[config.mk]
export PLATFORM = sky130hd
export DESIGN_NAME = rbac_top
export DESIGN_NICKNAME = d
export VERILOG_FILES = /design/src/rbac_pkg.sv /design/src/rbac_top.sv
export SDC_FILE = /design/constraint.sdc
export NUM_CORES = 1
export LEC_CHECK = 0
export BUFFER_PORTS_ARGS = -buffer_cell sky130_fd_sc_hd__buf_2
export CAP_MARGIN = 20
export CORE_ASPECT_RATIO = 0.9
export CORE_MARGIN = 2
export CORE_UTILIZATION = 45
export CTS_CLUSTER_DIAMETER = 50
export DETAILED_ROUTE_END_ITERATION = 7
export GPL_TIMING_DRIVEN = 1
export PLACE_DENSITY_LB_ADDON = 0.1
export SLEW_MARGIN = 20
export SYNTH_ARGS = -nofsm -noshare
export SYNTH_HDL_FRONTEND = slang
export SYNTH_SLANG_ARGS = --single-unit
export TNS_END_PERCENT = 1
[constraint.sdc]
create_clock -name clk_i -period 4.6 [get_ports clk_i]
set_input_delay 0.69 -clock clk_i [delete_from_list [all_inputs] [get_ports clk_i]]
set_output_delay 0.69 -clock clk_i [all_outputs]
set_load 0.05 [all_outputs]
[src/rbac_pkg.sv]
// Package holding the constants, offsets and carrier types of the register bit cell bank
package rbac_pkg;

  // Bus geometry
  localparam int ADDR_W = 8;  // Byte address width of the register window
  localparam int DATA_W = 32;  // AXI4-Lite data width
  localparam int STRB_W = DATA_W / 8;  // Byte lanes
  localparam int CELL_W = 8;  // Implemented bits per register, rest read zero
  localparam int BYP_N = 4;  // Number of lock-bypass source groups

  // Response codes
  localparam logic [1:0] RESP_OKAY = 2'h0;

  // Request source decode from the protection field
  localparam int PROT_PRIV_BIT = 0;  // Set: microcode or forced-write agent, clear: core
  localparam int GRP_LSB = 0;  // Source group taken from prot[1:0]
  localparam int GRP_W = 2;

  // Lock source field layout
  localparam int LOCK_BIT = 0;  // Bit of the lock source cell that locks other fields

  // Register byte offsets
  localparam logic [ADDR_W-1:0] OFS_RO = 8'h00;
  localparam logic [ADDR_W-1:0] OFS_RW = 8'h04;
  localparam logic [ADDR_W-1:0] OFS_RC = 8'h08;
  localparam logic [ADDR_W-1:0] OFS_W1S = 8'h0C;
  localparam logic [ADDR_W-1:0] OFS_WO = 8'h10;
  localparam logic [ADDR_W-1:0] OFS_RWO = 8'h14;
  localparam logic [ADDR_W-1:0] OFS_LOCK = 8'h18;
  localparam logic [ADDR_W-1:0] OFS_BYPEN = 8'h1C;
  localparam logic [ADDR_W-1:0] OFS_RWL = 8'h20;
  localparam logic [ADDR_W-1:0] OFS_W1C = 8'h24;
  localparam logic [ADDR_W-1:0] OFS_W0C = 8'h28;
  localparam logic [ADDR_W-1:0] OFS_ROS = 8'h2C;
  localparam logic [ADDR_W-1:0] OFS_READABLE_SET_ONLY_CELL = 8'h30;
  localparam logic [ADDR_W-1:0] OFS_RWS = 8'h34;
  localparam logic [ADDR_W-1:0] OFS_W1CS = 8'h38;
  localparam logic [ADDR_W-1:0] OFS_RWLB = 8'h3C;
  localparam logic [ADDR_W-1:0] OFS_ROFW = 8'h40;
  localparam logic [ADDR_W-1:0] OFS_RWSO = 8'h44;
  localparam logic [ADDR_W-1:0] OFS_RWV = 8'h48;
  localparam logic [ADDR_W-1:0] WORD_MASK = 8'hFC;  // Word-aligned decode

  // Reset values
  localparam logic [CELL_W-1:0] RST_CELL = 8'h00;  // Default of every data cell except the zero-clears flags
  localparam logic [CELL_W-1:0] RST_W0C = 8'hFF;  // Zero-clear flags rest set
  localparam logic [BYP_N-1:0] RST_BYPEN = 4'h0;
  localparam logic [DATA_W-1:0] RD_ZERO = 32'h0000_0000;  // Unmapped and undefined reads

  // Hardware side inputs of all cells
  typedef struct packed {
    logic [CELL_W-1:0] ro_val;  // Live value for the read-only cell
    logic [CELL_W-1:0] rc_set;  // Event bits into the read-clear cell
    logic [CELL_W-1:0] w1c_set;  // Event bits into the one-clears cell
    logic [CELL_W-1:0] w0c_set;  // Event bits into the zero-clears cell
    logic [CELL_W-1:0] ros_val;  // Status captured by the sticky read-only cell
    logic ros_load;  // Capture strobe for ros_val
    logic [CELL_W-1:0] readable_set_only_cell_clr;  // Hardware clear of set-only bits
    logic [CELL_W-1:0] w1cs_set;  // Event bits into the sticky one-clears cell
    logic force_we;  // Forced-write strobe for the core read-only cell
    logic [CELL_W-1:0] force_val;
    logic rwv_we;  // Hardware update of the volatile read/write cell
    logic [CELL_W-1:0] rwv_val;
    logic lock;  // Lock from other logic
  } rbac_hw_t;

  // Stored state of all cells, seen by the hardware
  typedef struct packed {
    logic [CELL_W-1:0] rw;
    logic [CELL_W-1:0] rc;
    logic [CELL_W-1:0] w1s;
    logic [CELL_W-1:0] wo;
    logic [CELL_W-1:0] rwo;
    logic [CELL_W-1:0] lock_src;
    logic [BYP_N-1:0] byp_en;
    logic [CELL_W-1:0] rwl;
    logic [CELL_W-1:0] w1c;
    logic [CELL_W-1:0] w0c;
    logic [CELL_W-1:0] sticky_readonly_cell;
    logic [CELL_W-1:0] readable_set_only_cell;
    logic [CELL_W-1:0] sticky_readwrite_cell;
    logic [CELL_W-1:0] w1cs;
    logic [CELL_W-1:0] rwlb;
    logic [CELL_W-1:0] rofw;
    logic [CELL_W-1:0] rwso;
    logic [CELL_W-1:0] rwv;
  } rbac_cells_t;

endpackage : rbac_pkg

[src/rbac_top.sv]
// Register bit cell bank: one register per access attribute behind an AXI4-Lite slave
//
// Summary of operation
// - Non-sticky cells return to default on hard reset
// - Read-only returns hardware value, writes ignored
// - Read/write stores and returns software value
// - Read-clear set by hardware, cleared by read
// - Write-one-to-set sets on one, reads undefined
// - Write-only accepts microcode writes, reads undefined
// - Write-once takes one write after reset
// - Lockable cell read-only while lock asserted
// - Lock-source cell drives lock of other fields
// - Written one clears, zero ignored, readable
// - Written zero clears, one ignored, readable
// - Sticky read-only survives hard reset
// - Set-only cell cleared only by hardware
// - Sticky read/write survives hard reset
// - Sticky one-clears survives hard reset
// - Bypass-enabled sources write through active lock
// - Other sources obey lock, read-only
// - Bypass cell sticky, enables are write-once
// - Core writes ignored, forced path updates
// - Sticky write-once keeps value and status
// - Volatile cells also take hardware updates
//
// Register access over AXI4-Lite and the address map were left to the implementer.
`timescale 1ns/1ps

module rbac_top
  import rbac_pkg::*;
(
  // Clock and resets
  input wire logic clk_i,
  input wire logic rst_n_i,  // Power-good reset, returns every cell to its default
  input wire logic hard_rst_n_i,  // Hard reset, returns non-sticky cells to default and clears the bus
  // AXI4-Lite write address
  input wire logic [ADDR_W-1:0] s_axi_awaddr_i,
  input wire logic [2:0] s_axi_awprot_i,
  input wire logic s_axi_awvalid_i,
  output logic s_axi_awready_o,
  // AXI4-Lite write data
  input wire logic [DATA_W-1:0] s_axi_wdata_i,
  input wire logic [STRB_W-1:0] s_axi_wstrb_i,
  input wire logic s_axi_wvalid_i,
  output logic s_axi_wready_o,
  // AXI4-Lite write response
  output logic [1:0] s_axi_bresp_o,
  output logic s_axi_bvalid_o,
  input wire logic s_axi_bready_i,
  // AXI4-Lite read address
  input wire logic [ADDR_W-1:0] s_axi_araddr_i,
  input wire logic [2:0] s_axi_arprot_i,
  input wire logic s_axi_arvalid_i,
  output logic s_axi_arready_o,
  // AXI4-Lite read data
  output logic [DATA_W-1:0] s_axi_rdata_o,
  output logic [1:0] s_axi_rresp_o,
  output logic s_axi_rvalid_o,
  input wire logic s_axi_rready_i,
  // Hardware side
  input wire rbac_hw_t hw_i,
  output rbac_cells_t cells_o
);

  // Word select of a byte address
  function automatic logic hit(input logic [ADDR_W-1:0] addr, input logic [ADDR_W-1:0] ofs);
    hit = (addr & WORD_MASK) == ofs;
  endfunction : hit

  // Bit enables of the implemented cell bits from the byte strobes
  function automatic logic [CELL_W-1:0] bit_en(input logic [STRB_W-1:0] strb);
    logic [DATA_W-1:0] m;
    m = '0;
    for (int i = 0; i < STRB_W; i++) begin
      m[i*8 +: 8] = {8{strb[i]}};
    end
    bit_en = m[CELL_W-1:0];
  endfunction : bit_en

  // Merge written bits into a stored value under bit enables
  function automatic logic [CELL_W-1:0] merge(input logic [CELL_W-1:0] old, input logic [CELL_W-1:0] wd,
                                              input logic [CELL_W-1:0] be);
    merge = (old & ~be) | (wd & be);
  endfunction : merge

  // Non-sticky state resets on either reset; gating two active-low resets is glitch-safe
  logic any_rst_n;
  assign any_rst_n = rst_n_i & hard_rst_n_i;

  // Bus channel state
  logic aw_rdy_reg;  // Address slot free
  logic w_rdy_reg;  // Data slot free
  logic bvalid_reg;
  logic ar_rdy_reg;
  logic rvalid_reg;
  logic [DATA_W-1:0] rdata_reg;
  logic [ADDR_W-1:0] waddr_reg;  // Held write address
  logic [2:0] wprot_reg;  // Held write source
  logic [DATA_W-1:0] wdata_reg;
  logic [STRB_W-1:0] wstrb_reg;

  // Cell storage
  logic [CELL_W-1:0] rw_reg, rc_reg, w1s_reg, wo_reg, rwo_reg, lock_src_reg;
  logic [CELL_W-1:0] rwl_reg, w1c_reg, w0c_reg, ros_reg, readable_set_only_cell_reg, rws_reg;
  logic [CELL_W-1:0] w1cs_reg, rwlb_reg, rofw_reg, rwso_reg, rwv_reg;
  logic [BYP_N-1:0] byp_en_reg;
  logic rwo_done_reg;  // Write-once used since reset
  logic byp_done_reg;  // Bypass enables written
  logic rwso_done_reg;  // Sticky write-once used since power-good

  // Write strobes derived from the held request
  logic wr_fire;  // Both halves held, response slot free
  logic [CELL_W-1:0] be;  // Bit enables
  logic [CELL_W-1:0] wd;  // Write data, cell width
  logic src_priv;  // Microcode or forced-write agent
  logic [GRP_W-1:0] src_grp;  // Bypass group of the writer
  logic lock_active;  // Lock seen by lockable cells
  logic byp_ok;  // Writer may pass the lock
  logic rd_take;  // Read accepted this edge

  assign wr_fire = ~aw_rdy_reg & ~w_rdy_reg & ~bvalid_reg;
  assign be = bit_en(wstrb_reg);
  assign wd = wdata_reg[CELL_W-1:0];
  assign src_priv = wprot_reg[PROT_PRIV_BIT];
  assign src_grp = wprot_reg[GRP_LSB +: GRP_W];
  assign lock_active = lock_src_reg[LOCK_BIT] | hw_i.lock;
  assign byp_ok = byp_en_reg[src_grp];
  assign rd_take = s_axi_arvalid_i & ar_rdy_reg;

  // Write address and data slots; taken in either order, freed by the response
  always_ff @(posedge clk_i or negedge any_rst_n) begin
    if (!any_rst_n) begin
      aw_rdy_reg <= 1'b1;
      w_rdy_reg <= 1'b1;
      bvalid_reg <= 1'b0;
      waddr_reg <= '0;
      wprot_reg <= '0;
      wdata_reg <= '0;
      wstrb_reg <= '0;
    end else begin
      // Address handshake
      if (s_axi_awvalid_i && aw_rdy_reg) begin
        aw_rdy_reg <= 1'b0;
        waddr_reg <= s_axi_awaddr_i;
        wprot_reg <= s_axi_awprot_i;
      end
      // Data handshake
      if (s_axi_wvalid_i && w_rdy_reg) begin
        w_rdy_reg <= 1'b0;
        wdata_reg <= s_axi_wdata_i;
        wstrb_reg <= s_axi_wstrb_i;
      end
      // Cells update on wr_fire; response follows
      if (wr_fire) begin
        bvalid_reg <= 1'b1;
      end else if (bvalid_reg && s_axi_bready_i) begin
        bvalid_reg <= 1'b0;
        aw_rdy_reg <= 1'b1;
        w_rdy_reg <= 1'b1;
      end
    end
  end

  // Read channel; one outstanding read, data registered
  always_ff @(posedge clk_i or negedge any_rst_n) begin
    if (!any_rst_n) begin
      ar_rdy_reg <= 1'b1;
      rvalid_reg <= 1'b0;
      rdata_reg <= RD_ZERO;
    end else if (rd_take) begin
      ar_rdy_reg <= 1'b0;
      rvalid_reg <= 1'b1;
      rdata_reg <= RD_ZERO;
      // Reserved upper bits and undefined cells read as zero
      case (1'b1)
        hit(s_axi_araddr_i, OFS_RO): rdata_reg[CELL_W-1:0] <= hw_i.ro_val;
        hit(s_axi_araddr_i, OFS_RW): rdata_reg[CELL_W-1:0] <= rw_reg;
        hit(s_axi_araddr_i, OFS_RC): rdata_reg[CELL_W-1:0] <= rc_reg;
        hit(s_axi_araddr_i, OFS_RWO): rdata_reg[CELL_W-1:0] <= rwo_reg;
        hit(s_axi_araddr_i, OFS_LOCK): rdata_reg[CELL_W-1:0] <= lock_src_reg;
        hit(s_axi_araddr_i, OFS_BYPEN): rdata_reg[BYP_N-1:0] <= byp_en_reg;
        hit(s_axi_araddr_i, OFS_RWL): rdata_reg[CELL_W-1:0] <= rwl_reg;
        hit(s_axi_araddr_i, OFS_W1C): rdata_reg[CELL_W-1:0] <= w1c_reg;
        hit(s_axi_araddr_i, OFS_W0C): rdata_reg[CELL_W-1:0] <= w0c_reg;
        hit(s_axi_araddr_i, OFS_ROS): rdata_reg[CELL_W-1:0] <= ros_reg;
        hit(s_axi_araddr_i, OFS_READABLE_SET_ONLY_CELL): rdata_reg[CELL_W-1:0] <= readable_set_only_cell_reg;
        hit(s_axi_araddr_i, OFS_RWS): rdata_reg[CELL_W-1:0] <= rws_reg;
        hit(s_axi_araddr_i, OFS_W1CS): rdata_reg[CELL_W-1:0] <= w1cs_reg;
        hit(s_axi_araddr_i, OFS_RWLB): rdata_reg[CELL_W-1:0] <= rwlb_reg;
        hit(s_axi_araddr_i, OFS_ROFW): rdata_reg[CELL_W-1:0] <= rofw_reg;
        hit(s_axi_araddr_i, OFS_RWSO): rdata_reg[CELL_W-1:0] <= rwso_reg;
        hit(s_axi_araddr_i, OFS_RWV): rdata_reg[CELL_W-1:0] <= rwv_reg;
        // Write-one-to-set and write-only read as zero
        default: rdata_reg <= RD_ZERO;
      endcase
    end else if (rvalid_reg && s_axi_rready_i) begin
      rvalid_reg <= 1'b0;
      ar_rdy_reg <= 1'b1;
    end
  end

  // Plain read/write cell
  always_ff @(posedge clk_i or negedge any_rst_n) begin
    if (!any_rst_n) begin
      rw_reg <= RST_CELL;
    end else if (wr_fire && hit(waddr_reg, OFS_RW)) begin
      rw_reg <= merge(rw_reg, wd, be);
    end
  end

  // Read-clear cell; an event in the clearing cycle survives
  always_ff @(posedge clk_i or negedge any_rst_n) begin
    if (!any_rst_n) begin
      rc_reg <= RST_CELL;
    end else if (rd_take && hit(s_axi_araddr_i, OFS_RC)) begin
      rc_reg <= hw_i.rc_set;
    end else begin
      rc_reg <= rc_reg | hw_i.rc_set;
    end
  end

  // Write-one-to-set and write-only cells; only reset takes the write-one-to-set bits back
  always_ff @(posedge clk_i or negedge any_rst_n) begin
    if (!any_rst_n) begin
      w1s_reg <= RST_CELL;
      wo_reg <= RST_CELL;
    end else if (wr_fire) begin
      if (hit(waddr_reg, OFS_W1S)) begin
        w1s_reg <= w1s_reg | (wd & be);
      end
      // Core writes to the write-only cell are dropped
      if (hit(waddr_reg, OFS_WO) && src_priv) begin
        wo_reg <= merge(wo_reg, wd, be);
      end
    end
  end

  // Write-once cell; any write with a strobe uses up the single chance
  always_ff @(posedge clk_i or negedge any_rst_n) begin
    if (!any_rst_n) begin
      rwo_reg <= RST_CELL;
      rwo_done_reg <= 1'b0;
    end else if (wr_fire && hit(waddr_reg, OFS_RWO) && !rwo_done_reg && (|wstrb_reg)) begin
      rwo_reg <= merge(rwo_reg, wd, be);
      rwo_done_reg <= 1'b1;
    end
  end

  // Lock source cell; non-sticky, so software must set it again after each reset
  always_ff @(posedge clk_i or negedge any_rst_n) begin
    if (!any_rst_n) begin
      lock_src_reg <= RST_CELL;
    end else if (wr_fire && hit(waddr_reg, OFS_LOCK) && !hw_i.lock) begin
      lock_src_reg <= merge(lock_src_reg, wd, be);
    end
  end

  // Bypass enables, write-once, one bit per source group
  always_ff @(posedge clk_i or negedge any_rst_n) begin
    if (!any_rst_n) begin
      byp_en_reg <= RST_BYPEN;
      byp_done_reg <= 1'b0;
    end else if (wr_fire && hit(waddr_reg, OFS_BYPEN) && !byp_done_reg && wstrb_reg[0]) begin
      byp_en_reg <= wd[BYP_N-1:0];
      byp_done_reg <= 1'b1;
    end
  end

  // Lockable cell
  always_ff @(posedge clk_i or negedge any_rst_n) begin
    if (!any_rst_n) begin
      rwl_reg <= RST_CELL;
    end else if (wr_fire && hit(waddr_reg, OFS_RWL) && !lock_active) begin
      rwl_reg <= merge(rwl_reg, wd, be);
    end
  end

  // One-clears and zero-clears flags; hardware set wins over the clear
  always_ff @(posedge clk_i or negedge any_rst_n) begin
    if (!any_rst_n) begin
      w1c_reg <= RST_CELL;
      w0c_reg <= RST_W0C;
    end else begin
      if (wr_fire && hit(waddr_reg, OFS_W1C)) begin
        w1c_reg <= (w1c_reg & ~(wd & be)) | hw_i.w1c_set;
      end else begin
        w1c_reg <= w1c_reg | hw_i.w1c_set;
      end
      if (wr_fire && hit(waddr_reg, OFS_W0C)) begin
        w0c_reg <= (w0c_reg & ~(~wd & be)) | hw_i.w0c_set;
      end else begin
        w0c_reg <= w0c_reg | hw_i.w0c_set;
      end
    end
  end

  // Set-only cell; hardware clear beats a software set in the same cycle
  always_ff @(posedge clk_i or negedge any_rst_n) begin
    if (!any_rst_n) begin
      readable_set_only_cell_reg <= RST_CELL;
    end else if (wr_fire && hit(waddr_reg, OFS_READABLE_SET_ONLY_CELL)) begin
      readable_set_only_cell_reg <= (readable_set_only_cell_reg | (wd & be)) & ~hw_i.readable_set_only_cell_clr;
    end else begin
      readable_set_only_cell_reg <= readable_set_only_cell_reg & ~hw_i.readable_set_only_cell_clr;
    end
  end

  // Core read-only forced cell; cores cannot write, forced path can
  always_ff @(posedge clk_i or negedge any_rst_n) begin
    if (!any_rst_n) begin
      rofw_reg <= RST_CELL;
    end else if (hw_i.force_we) begin
      rofw_reg <= hw_i.force_val;
    end else if (wr_fire && hit(waddr_reg, OFS_ROFW) && src_priv) begin
      rofw_reg <= merge(rofw_reg, wd, be);
    end
  end

  // Volatile read/write cell; hardware update wins a collision
  always_ff @(posedge clk_i or negedge any_rst_n) begin
    if (!any_rst_n) begin
      rwv_reg <= RST_CELL;
    end else if (hw_i.rwv_we) begin
      rwv_reg <= hw_i.rwv_val;
    end else if (wr_fire && hit(waddr_reg, OFS_RWV)) begin
      rwv_reg <= merge(rwv_reg, wd, be);
    end
  end

  // Sticky read-only cell, power-good reset only
  always_ff @(posedge clk_i or negedge rst_n_i) begin
    if (!rst_n_i) begin
      ros_reg <= RST_CELL;
    end else if (hw_i.ros_load) begin
      ros_reg <= hw_i.ros_val;
    end
  end

  // Sticky read/write cell
  always_ff @(posedge clk_i or negedge rst_n_i) begin
    if (!rst_n_i) begin
      rws_reg <= RST_CELL;
    end else if (wr_fire && hit(waddr_reg, OFS_RWS)) begin
      rws_reg <= merge(rws_reg, wd, be);
    end
  end

  // Sticky one-clears flags; the set wins over the clear
  always_ff @(posedge clk_i or negedge rst_n_i) begin
    if (!rst_n_i) begin
      w1cs_reg <= RST_CELL;
    end else if (wr_fire && hit(waddr_reg, OFS_W1CS)) begin
      w1cs_reg <= (w1cs_reg & ~(wd & be)) | hw_i.w1cs_set;
    end else begin
      w1cs_reg <= w1cs_reg | hw_i.w1cs_set;
    end
  end

  // Bypassable lock cell, sticky; lock and enables are not
  always_ff @(posedge clk_i or negedge rst_n_i) begin
    if (!rst_n_i) begin
      rwlb_reg <= RST_CELL;
    end else if (wr_fire && hit(waddr_reg, OFS_RWLB) && (!lock_active || byp_ok)) begin
      rwlb_reg <= merge(rwlb_reg, wd, be);
    end
  end

  // Sticky write-once; value and used flag both survive hard reset
  always_ff @(posedge clk_i or negedge rst_n_i) begin
    if (!rst_n_i) begin
      rwso_reg <= RST_CELL;
      rwso_done_reg <= 1'b0;
    end else if (wr_fire && hit(waddr_reg, OFS_RWSO) && !rwso_done_reg && (|wstrb_reg)) begin
      rwso_reg <= merge(rwso_reg, wd, be);
      rwso_done_reg <= 1'b1;
    end
  end

  // Outputs, taken straight from flip-flops except the constant OKAY responses
  assign s_axi_awready_o = aw_rdy_reg;
  assign s_axi_wready_o = w_rdy_reg;
  assign s_axi_bvalid_o = bvalid_reg;
  assign s_axi_bresp_o = RESP_OKAY;
  assign s_axi_arready_o = ar_rdy_reg;
  assign s_axi_rvalid_o = rvalid_reg;
  assign s_axi_rdata_o = rdata_reg;
  assign s_axi_rresp_o = RESP_OKAY;

  // Cell state to the hardware side
  assign cells_o.rw = rw_reg;
  assign cells_o.rc = rc_reg;
  assign cells_o.w1s = w1s_reg;
  assign cells_o.wo = wo_reg;
  assign cells_o.rwo = rwo_reg;
  assign cells_o.lock_src = lock_src_reg;
  assign cells_o.byp_en = byp_en_reg;
  assign cells_o.rwl = rwl_reg;
  assign cells_o.w1c = w1c_reg;
  assign cells_o.w0c = w0c_reg;
  assign cells_o.sticky_readonly_cell = ros_reg;
  assign cells_o.readable_set_only_cell = readable_set_only_cell_reg;
  assign cells_o.sticky_readwrite_cell = rws_reg;
  assign cells_o.w1cs = w1cs_reg;
  assign cells_o.rwlb = rwlb_reg;
  assign cells_o.rofw = rofw_reg;
  assign cells_o.rwso = rwso_reg;
  assign cells_o.rwv = rwv_reg;

endmodule : rbac_top

==> out/summary.txt <==
RUN STATUS
------------------------------------------------------------------------------------------------------
Result of the run                                                                         finished, final reports clean

CTS
------------------------------------------------------------------------------------------------------
CTS tree                                                                                          done
Sink Count                                                                                         176
Hold_buf cts                                                                                         0
Worst-case clock buffer depth                                                                        2
Total number of H-tree levels                                                                        4
Number of buffers added by the clock tree synthesis step                                            17
Clock transition at the register clock pins on the worst setup and hold paths after CTS        0.07 ns
Number of buffers inserted by post-CTS setup repair                                                  0
Number of cells upsized or downsized after cts                                                       0
Clock network latency to the later pin of the worst-skew pair                                  0.44 ns
Cell chosen for the clock root                                                               clkbuf_16

ROUTE
------------------------------------------------------------------------------------------------------
Number of design-rule violations left by the first detailed-router iteration                       668
Vias per cell                                                                                    5.670
Routed length on met1                                                                         12.53 mm
Detailed-route DRC error count                                                                       0
Total Wirelength                                                                              28.44 mm
Length of the first detailed-routing pass in iterations                                              5
Routed length per placed instance                                                             22.32 um
Antenna-violating nets left                                                                          0
Total met3 wirelength after detailed routing                                                  2.448 mm
Routed via count                                                                                  7223
Top Layer Used                                                                                    met5
Length of routed met2 wiring                                                                  12.83 mm

SYNTHESIS
------------------------------------------------------------------------------------------------------
Distinct cells, synth                                                                               67
Yosys warning count                                                                                  0
Register bit count reported by yosys                                                               176
Area share of the leading cell type in the synthesized netlist                                  48.70%
Synth Flop Type                                                                                dfrtp_1
Area contributors post-synth                                                              dfrtp_1 49%, mux2_2 12%, dfstp_2 3.4%
Post-synth EDFFs                                                                                     0
Commonest cells in the synthesized netlist                                                165 x dfrtp_1, 89 x mux2_2, 63 x nand2_1, 60 x nor2_1, 53 x o21ai_0
Count leader, synth                                                                            dfrtp_1
Synth Area per Inst                                                                          10.97 um2
Cell area after synthesis                                                                     8478 um2
Post-synthesis cell type with the largest combined area                                        dfrtp_1
Ys async rst share                                                                              100.0%
Sequential-to-total area share from yosys stat                                                  52.11%
Syn Inst Count                                                                                     773

POWER AND IR DROP
------------------------------------------------------------------------------------------------------
Maximum vdd drop                                                                             0.4519 mV
Total power consumption of the routed design                                                0.006114 W
Leakage power figure                                                                          5.074 nW
Power Dens Cells                                                                          586.6 nW/um2

STA
------------------------------------------------------------------------------------------------------
Endpoints failing setup                                                                              0
Clock Skews                                                                                 0.01118 ns
Setup TNS Final                                                                                   0 ns
WHS                                                                                          0.2868 ns
Number of max-slew violations in the final report                                                    0
Top achievable clock speed                                                                   379.7 MHz
Unrepaired setup endpoints after global routing                                                  false
Min cycle time layout                                                                         2.634 ns
Max_slew headroom                                                                               43.94%
Worst Tran Pin Value                                                                         0.8409 ns
Number of failing hold endpoints at the final stage                                                  0
Period Utilization, post-route                                                                  57.26%

FLOORPLANNING
------------------------------------------------------------------------------------------------------
Starting density of the core                                                                    46.06%
Total core area                                                                              18410 um2
I/O pin total                                                                                      323
Y dimension of the die                                                                        134.2 um
Die footprint                                                                                19960 um2
Overall die width                                                                             148.7 um
Std-Cell Rows                                                                                       47

PLACE
------------------------------------------------------------------------------------------------------
# port buffers                                                                                     262
Detailed-placement wirelength estimate                                                        21.11 mm
Cell area after placement                                                                     9856 um2
Final weighted congestion in routability-driven placement                                       0.9005
Total placed cells including tap cells                                                            1241

CRITICAL PATH
------------------------------------------------------------------------------------------------------
Reg-to-reg critical path startpoint                                                       s_axi_bvalid_o$_DFFE_PN0P_
Crit path capture type                                                                       flip-flop
Setup CP Type                                                                             input pin to flip-flop
FF-to-FF setup slack                                                                           2.34 ns
Worst EP arrival                                                                               3.00 ns
Data required time of the critical path                                                        4.97 ns
Startpoint kind of the worst setup timing path                                               input pin
Cells on worst reg2reg path                                                                          6
Master of the slowest instance on the critical path                                            nor4b_2
Biggest cell delay along the critical path                                                     0.55 ns
Worst Path Max Fanout                                                                               26
Cells along the critical path                                                             buf_2, nor4b_2, buf_4, and2_0, a221o_1, nor3_1, a21oi_1

FINISH
------------------------------------------------------------------------------------------------------
Area Growth Syn to Fin                                                                          22.93%
Area of the multi-input gates                                                                 3744 um2
Final design area excluding fillers                                                          10420 um2
Post-layout instance count excluding filler cells                                                 1274
Number of fill cells                                                                              1664
Post-layout net count                                                                             1157
Share of cells above drive strength 1                                                           41.63%
Seq. cell area                                                                                4418 um2

GLOBAL ROUTING
------------------------------------------------------------------------------------------------------
Wire length of the first global-routing pass                                                  42.15 mm
Total overflow reported by the global router                                                         0
Antenna violations before repair                                                                     2
GRT Overall Usage                                                                               28.42%
Largest net degree at the start of global routing                                                   71
Via count of the first global-routing pass                                                        6833

MIN PATH
------------------------------------------------------------------------------------------------------
Min-Delay Path Class                                                                      input pin to async pin

FLOW RUN
------------------------------------------------------------------------------------------------------
Total of max-cap violations                                                                          0

==> metal layers <==
layer  vias to the layer above  track usage [%]
met3                        41            7.075
met5                         -                0
met1                      3573            41.03
met4                         2            7.778
met2                       375            42.90
li1                       3232                -
==> report_power, final <==
group	total, W	internal, W	switching [W]
clock network	0.00141	0.000718	0.000695
registers	0.00245	0.00192	0.000528
logic	0.00225	0.000609	0.00164
==> cells by family (layout without fill, tap and decap cells) <==
logic type / count (synthesis) / in the layout / synth area share [%]
and+or+nand+nor: 229 / 229 / 14.42
AOI/OAI and AO/OA: 180 / 180 / 13.56
DFF: 176 / 176 / 52.11
muxes: 109 / 109 / 14.80
buffers and inverters: 77 / 305 / 4.959
other: 1 / 29 / 0.04423
xor gates and xnor gates: 1 / 1 / 0.1033
==> cells in the final DEF, fill, tap and decap left out, drive strengths merged, types with 12 or more instances in the layout <==
master and instances:
mux2 97, clkbuf 17, o22ai 13, a21o 17
a21oi 28, conb 28, o21ai 59, nand4 12
buf 268, nand2 64, dfrtp 165, inv 14
nand3 18, nand2b 20, nor2 62
==> how the worst max path moves through the flow <==
stage | depth (start not counted) | slack, ns | start | to
6_report | 7 | 1.97 | s_axi_araddr_i[2] | s_axi_rdata_o[5]$_DFFE_PN0P_
5_1_grt | 7 | 1.82 | s_axi_araddr_i[2] | s_axi_rdata_o[5]$_DFFE_PN0P_
4_1_cts | 7 | 2.05 | s_axi_araddr_i[2] | s_axi_rdata_o[5]$_DFFE_PN0P_
3_5_place_dp | 7 | 1.61 | s_axi_araddr_i[2] | s_axi_rdata_o[7]$_DFFE_PN0P_
3_3_place_gp | 7 | 1.65 | s_axi_araddr_i[2] | s_axi_rdata_o[5]$_DFFE_PN0P_
2_1_floorplan | 1 | 1.71 | rst_n_i | async pin
==> final cells by class <==
cell class / instances / area share [%]
Multi-Input combinational cell: 547 / 35.92
Timing Repair Buffer: 268 / 13.13
Tap cell: 245 / 2.941
Sequential cell: 176 / 42.39
Antenna cell: 1 / 0.02401
Clock inverter: 15 / 1.333
Clock buffer: 17 / 4.082
Inverter: 5 / 0.1801
==> per-stage QoR <==
| step | util, % | setup slack, ns |
|---|---|---|
| 6_report | 56.62 | 1.966 |
| 3_3_place_gp | 53.55 | 1.648 |
| 5_1_grt | 56.61 | 1.816 |
| 2_1_floorplan | - | 1.714 |
| 3_5_place_dp | 53.55 | 1.614 |
| 4_1_cts | 56.61 | 2.050 |
==> worst max-delay path: cells and delay by family <==
family,cells,cell delay (ns)
simple gates,3,1.05
buf+inv,2,0.73
compound gates,2,0.51
Power figures use the tool's default switching activity.
